==> config.mk <==
export PLATFORM = sky130hd
export DESIGN_NAME = iism_top
export DESIGN_NICKNAME = d
export VERILOG_FILES = /design/src/rtl/iism_pkg.sv /design/src/rtl/iism_event_flag.sv /design/src/rtl/iism_top.sv
export SDC_FILE = /design/constraint.sdc
export NUM_CORES = 1
export LEC_CHECK = 0
export BUFFER_PORTS_ARGS = -buffer_cell sky130_fd_sc_hd__buf_2
export CAP_MARGIN = 20
export CORE_MARGIN = 2
export CORE_UTILIZATION = 47
export CTS_CLUSTER_DIAMETER = 100
export DETAILED_ROUTE_END_ITERATION = 7
export MAX_ROUTING_LAYER = met4
export PLACE_DENSITY = 0.85
export SYNTH_ARGS = -nofsm -noshare
export SYNTH_HDL_FRONTEND = slang
export SYNTH_SLANG_ARGS = --single-unit
==> constraint.sdc <==
create_clock -name clk_sys_in -period 2.6 [get_ports clk_sys_in]
set_clock_uncertainty 0.2 [all_clocks]
set_input_delay 0.39 -clock clk_sys_in [delete_from_list [all_inputs] [get_ports clk_sys_in]]
set_output_delay 0.39 -clock clk_sys_in [all_outputs]
set_load 0.05 [all_outputs]
==> src/rtl/iism_pkg.sv <==
// shared constants of the i2c interrupt status and mask block
package iism_pkg;

  // register byte offsets
  localparam logic [7:0] IISM_MASKED_STATUS_OFS = 8'h2c;
  localparam logic [7:0] IISM_INTERRUPT_MASK_OFS = 8'h30;
  localparam logic [7:0] IISM_RAW_FLAGS_OFS = 8'h34;

  // bus and field geometry
  localparam int IISM_DATA_W = 32;
  localparam int IISM_EVENT_N = 14;

  // event bit positions
  localparam int IISM_RX_UNDER_BIT = 0;
  localparam int IISM_RX_OVER_BIT = 1;
  localparam int IISM_RX_FULL_BIT = 2;
  localparam int IISM_TX_OVER_BIT = 3;
  localparam int IISM_TX_EMPTY_BIT = 4;
  localparam int IISM_RD_REQ_BIT = 5;
  localparam int IISM_TX_ABORT_BIT = 6;
  localparam int IISM_RX_DONE_BIT = 7;
  localparam int IISM_ACTIVITY_BIT = 8;
  localparam int IISM_STOP_SEEN_BIT = 9;
  localparam int IISM_START_SEEN_BIT = 10;
  localparam int IISM_GENERAL_CALL_BIT = 11;
  localparam int IISM_SLAVE_RESTART_BIT = 12;
  localparam int IISM_MASTER_HOLD_BIT = 13;

  // flags that follow a live level instead of latching
  localparam logic [13:0] IISM_LEVEL_FLAGS = 14'h2114;

  // mask bits that software may always write (bits 12 and 13 depend on options)
  localparam logic [13:0] IISM_MASK_BASE_RW = 14'h0fff;

  // reset values
  localparam logic [13:0] IISM_MASK_RESET = 14'h0000;
  localparam logic [13:0] IISM_FLAGS_RESET = 14'h0000;
  localparam logic [31:0] IISM_RDATA_RESET = 32'h0000_0000;

endpackage : iism_pkg

==> src/rtl/iism_event_flag.sv <==
// one raw event flag: sticky with set-over-clear, or a registered live level
`timescale 1ns/1ps
`default_nettype none
module iism_event_flag #(
  parameter bit STICKY = 1'b1
) (
  input wire logic clk_sys_in,
  input wire logic arst_n_in,
  input wire logic set_in,
  input wire logic clear_in,
  output logic flag_out
);

  logic flag_reg;
  logic flag_next;

  // set beats a clear in the same cycle so no event is lost
  always_comb begin
    if (!STICKY) begin
      flag_next = set_in;
    end else if (set_in) begin
      flag_next = 1'b1;
    end else if (clear_in) begin
      flag_next = 1'b0;
    end else begin
      flag_next = flag_reg;
    end
  end

  // flag storage
  always_ff @(posedge clk_sys_in or negedge arst_n_in) begin
    if (!arst_n_in) begin
      flag_reg <= 1'b0;
    end else begin
      flag_reg <= flag_next;
    end
  end

  assign flag_out = flag_reg;

endmodule : iism_event_flag
`default_nettype wire

==> src/rtl/iism_top.sv <==
// interrupt status and mask registers of an i2c controller
`timescale 1ns/1ps
`default_nettype none
module iism_top
  import iism_pkg::*;
#(
  parameter int ADDR_W = 8,
  parameter bit DYNAMIC_TARGET_OPTION = 1'b0,
  parameter bit EMPTY_FIFO_HOLD_OPTION = 1'b0,
  parameter bit SLAVE_RESTART_DETECT_OPTION = 1'b0
) (
  input wire logic clk_sys_in,
  input wire logic arst_n_in,
  // register port
  input wire logic [ADDR_W-1:0] reg_addr_in,
  input wire logic [IISM_DATA_W-1:0] reg_wdata_in,
  input wire logic reg_write_in,
  input wire logic reg_read_in,
  output logic [IISM_DATA_W-1:0] reg_rdata_out,
  // events from the bus engine and fifos
  input wire logic [IISM_EVENT_N-1:0] event_in,
  input wire logic start_cond_in,
  input wire logic restart_cond_in,
  input wire logic addr_ack_in,
  input wire logic slave_mode_in,
  input wire logic ctrl_enable_in,
  input wire logic [IISM_EVENT_N-1:0] flag_clear_in,
  // combined interrupt
  output logic irq_out
);

  // elaboration check: offsets must fit the address port
  if (ADDR_W < 6 || ADDR_W > 32) begin : g_bad_addr_w
    $error("iism_top: ADDR_W must lie between 6 and 32");
  end

  // mask bits that software may change under the chosen options
  localparam logic [13:0] MASK_WRITABLE = IISM_MASK_BASE_RW
    | ({14{DYNAMIC_TARGET_OPTION & EMPTY_FIFO_HOLD_OPTION}} & (14'h0001 << IISM_MASTER_HOLD_BIT))
    | ({14{SLAVE_RESTART_DETECT_OPTION}} & (14'h0001 << IISM_SLAVE_RESTART_BIT));

  logic [IISM_EVENT_N-1:0] mask_reg;
  logic [IISM_EVENT_N-1:0] mask_next;
  logic [IISM_EVENT_N-1:0] raw_flags;
  logic [IISM_EVENT_N-1:0] masked_status;
  logic [IISM_EVENT_N-1:0] set_vec;
  logic [IISM_EVENT_N-1:0] clear_vec;
  logic [IISM_DATA_W-1:0] rdata_reg;
  logic [IISM_DATA_W-1:0] rdata_next;
  logic irq_reg;
  logic hit_status;
  logic hit_mask;
  logic hit_raw;

  // address decode against the byte offsets
  assign hit_status = (reg_addr_in == ADDR_W'(IISM_MASKED_STATUS_OFS));
  assign hit_mask = (reg_addr_in == ADDR_W'(IISM_INTERRUPT_MASK_OFS));
  assign hit_raw = (reg_addr_in == ADDR_W'(IISM_RAW_FLAGS_OFS));

  // set conditions of each event flag
  always_comb begin
    set_vec = event_in;
    // start or restart, either role
    set_vec[IISM_START_SEEN_BIT] = start_cond_in | restart_cond_in;
    // general call address only once acknowledged
    set_vec[IISM_GENERAL_CALL_BIT] = event_in[IISM_GENERAL_CALL_BIT] & addr_ack_in;
    // event_in bit 12 is the addressed-slave level here
    set_vec[IISM_SLAVE_RESTART_BIT] = restart_cond_in & slave_mode_in
      & event_in[IISM_SLAVE_RESTART_BIT];
  end

  // sticky flags drop on their clear pulse or when the controller is disabled
  assign clear_vec = flag_clear_in | {IISM_EVENT_N{~ctrl_enable_in}};

  // one flag cell per event
  for (genvar i = 0; i < IISM_EVENT_N; i++) begin : g_flag
    iism_event_flag #(
      .STICKY(!IISM_LEVEL_FLAGS[i])
    ) u_flag (
      .clk_sys_in(clk_sys_in),
      .arst_n_in(arst_n_in),
      .set_in(set_vec[i]),
      .clear_in(clear_vec[i]),
      .flag_out(raw_flags[i])
    );
  end

  // masked view: one in the mask lets the event through
  assign masked_status = raw_flags & mask_reg;

  // mask write: only the writable bits take the new value
  always_comb begin
    mask_next = mask_reg;
    if (reg_write_in && hit_mask) begin
      mask_next = (reg_wdata_in[IISM_EVENT_N-1:0] & MASK_WRITABLE)
        | (mask_reg & ~MASK_WRITABLE);
    end
  end

  // mask storage
  always_ff @(posedge clk_sys_in or negedge arst_n_in) begin
    if (!arst_n_in) begin
      mask_reg <= IISM_MASK_RESET;
    end else begin
      mask_reg <= mask_next;
    end
  end

  // read mux; status is read only and unmapped reads give zero
  always_comb begin
    rdata_next = IISM_RDATA_RESET;
    if (reg_read_in) begin
      if (hit_status) begin
        rdata_next[IISM_EVENT_N-1:0] = masked_status;
      end else if (hit_mask) begin
        rdata_next[IISM_EVENT_N-1:0] = mask_reg;
      end else if (hit_raw) begin
        rdata_next[IISM_EVENT_N-1:0] = raw_flags;
      end
    end
  end

  // read data stand one cycle after the strobe, zero otherwise
  always_ff @(posedge clk_sys_in or negedge arst_n_in) begin
    if (!arst_n_in) begin
      rdata_reg <= IISM_RDATA_RESET;
    end else begin
      rdata_reg <= rdata_next;
    end
  end

  // interrupt output, registered
  always_ff @(posedge clk_sys_in or negedge arst_n_in) begin
    if (!arst_n_in) begin
      irq_reg <= 1'b0;
    end else begin
      irq_reg <= |masked_status;
    end
  end

  assign reg_rdata_out = rdata_reg;
  assign irq_out = irq_reg;
endmodule : iism_top
`default_nettype wire

==> summary.md <==
| Metric | Value |
|---|---|
| Antenna Violating Nets Remaining | `0` |
| WL/cell | `12.9 um` |
| Setup Crit Path Kind | `input pin to flip-flop` |
| Mapped Cells | `170` |
| Initial antenna violation count | `0` |
| DRT Pass-1 Iters | `4` |
| Hold Buf Count CTS | `1` |
| Post-synth ARST share | `1.00` |
| Sink Count | `41` |
| Proportion of layout cells with a drive suffix above 1 | `0.366` |
| Syn_area_per_cell | `11.3 um^2` |
| N_diodes | `0` |
| Slew Viols, Final | `0` |
| Total global routing overflow | `0` |
| Area leader, netlist | `dfrtp_1` |
| EDFF count, synth | `0` |
| IO buf count | `66` |
| Io pins | `110` |
| Worst-path fanout max | `12` |
| Grt met2 use | `0.284` |
| Drt total wl | `3720 um` |
| Via count | `1430` |
| Critical Path Source Type | `input pin` |
| Most frequent cell after synthesis | `dfrtp_1` |
| Register bit total from synthesis | `41` |
| Critical Path AT | `around 1.6 ns` |
| Synth warn | `0` |
| GR Util met3 | `0.0444` |
| GR met1 Demand/Resource | `0.242` |
| Post-synth top area share | `0.536` |
| Primary FF master, synth | `dfrtp_1` |
| Unrepaired setup endpoints after global routing | `false` |
| Placed wire-length estimate | `2750 um` |
| Post-Syn Area | `between 1500 and 2000 um^2` |
| First DRT Iteration DRCs | `67` |
| GRT busiest layer | `met2` |
| Sequential share of the synthesized area | `0.536` |
| Area delta synth->final | `21.8%` |
| Full die area | `4600 um^2` |
| Hold/Removal Path Class | `input pin to flip-flop` |
| H-tree depth | `2` |
| Die height | `67.8 um` |
| DRC Markers | `0` |
| Slew HR | `0.397` |
| Status | `finished, final reports clean` |
| Leak pwr | `1.19 nW` |
| Average via count per standard cell | `4.97` |
| Clk_lat worst skew | `0.29 ns` |
| Yosys cell types | `26` |
| Routability Congestion | `0.731` |
| Util after Layout | `0.587` |
| Die Wd | `67.8 um` |
| CTS root buf | `clkbuf_8` |
| Final setup TNS | `0 ns` |
| Max Freq | `633 MHz` |
| Hold WS | `0.0125 ns` |
| Peak supply drop | `0.461 mV` |
| Max_cap viols | `0` |
| Pin count of the biggest net entering global routing | `42` |
| Post-CTS Setup Bufs | `0` |
| Starting Density | `0.482` |
| CP Capture Type | `flip-flop` |
| CTS tree | `done` |
| Final Power | `0.00139 W` |
| Most frequent cells after synthesis | `dfrtp_1 (41), nand2_1 (29), buf_4 (18)` |
| Clk slew on worst S/H paths | `0.08 ns` |
| Post-CTS Resized | `0` |
| Fin crit share | `0.607` |
| Final min period | `1.58 ns` |
| Clk buf depth | `2` |
| P per Cell Area | `598 nW/um^2` |
| Number of global-route vias before repair | `1242` |
| Nets | `314` |
| Hold Fails Final Rpt | `0` |
| Largest cells by area after synthesis | `dfrtp_1 (54%), mux2_4 (7.8%), buf_4 (7.1%)` |
| First-pass GRT wire length | `6000 um` |
| R2R setup slack | `between 1 and 1.5 ns` |
| # rows | `23` |
| Gr usage total | `0.185` |
| Core Footprint | `3970 um^2` |
| Final setup viols | `0` |
| Total CTS buffers | `5` |
| Critical Path RT | `2.57 ns` |
| Pin slew with the least headroom to its limit | `0.905 ns` |
cell type report:
cell class | count | area [um^2]
fillers | 332 | 1640
flip-flops and latches | 41 | 1030
multi-input cells | 119 | 764
repair buffers | 69 | 358
clock buffers | 7 | 86.3
well taps | 50 | 62.6
clock inverters | 1 | 30.0
inverters | 1 | 3.75
worst paths after layout:
| check | start | to | cells after the start |
|---|---|---|---|
| worst min-delay path | event_in[4] | g_flag[4].u_flag.flag_out | 1 |
| worst max-delay path | reg_addr_in[2] | mask_reg[1] | 4 |
| max in group asynchronous | arst_n_in | g_flag[9].u_flag.flag_out | 1 |
| worst min register to register | g_flag[13].u_flag.flag_out | reg_rdata_out[13] | 2 |
| worst max register to register | g_flag[11].u_flag.flag_out | irq_out | 3 |
| min in group asynchronous | arst_n_in | g_flag[5].u_flag.flag_out | 1 |
critical path, stage by stage:
cell	delay [ns]
buf_2	0.17
nor3b_4	0.22
and4_4	0.42
mux2_1	0.35
logic make-up after synthesis:
kind of cell	after synthesis	synth area share
muxes	12	0.0902
and+or+nand+nor	56	0.154
AOI/OAI and AO/OA	33	0.120
buffers and inverters	27	0.0980
other	1	0.00196
DFF	41	0.536
per-stage QoR:
| step | area (um^2) | worst slack [ns] | std cells |
|---|---|---|---|
| after floorplan | 1980 | 0.800 | 187 |
| after global placement | 2190 | 0.714 | 278 |
| after detailed placement | 2190 | 0.697 | 278 |
| after CTS | 2320 | 1.01 | 287 |
| after global routing | 2330 | 0.863 | 288 |
| final | 2330 | 1.02 | 288 |
placed cells by master (no fill, tap or decap), drive strengths merged:
cell,instances
a21oi,6
a221oi,3
a22o,3
a31o,1
a31oi,6
and3b,8
and4,1
buf,67
bufinv,1
clkbuf,7
conb,18
dfrtp,41
dlygate4sd3,2
inv,1
mux2,12
nand2,29
nand3,10
nand3b,1
nor2,4
nor2b,1
nor3b,2
o211ai,6
o21ai,2
o21bai,6
power by group:
| part | internal [W] | leakage (nW) | switching [W] |
|---|---|---|---|
| logic | 0.0000633 | 0.598 | 0.000124 |
| clock network | 0.000313 | 0.0585 | 0.000207 |
| registers | 0.000664 | 0.535 | 0.0000229 |
layer usage:
layer | routed length [um] | vias to the layer above
met5 | 0 | -
met3 | 286 | 6
met4 | 55 | 0
met2 | 1790 | 65
met1 | 1590 | 668
li1 | - | 691
Power figures use the tool's default switching activity.
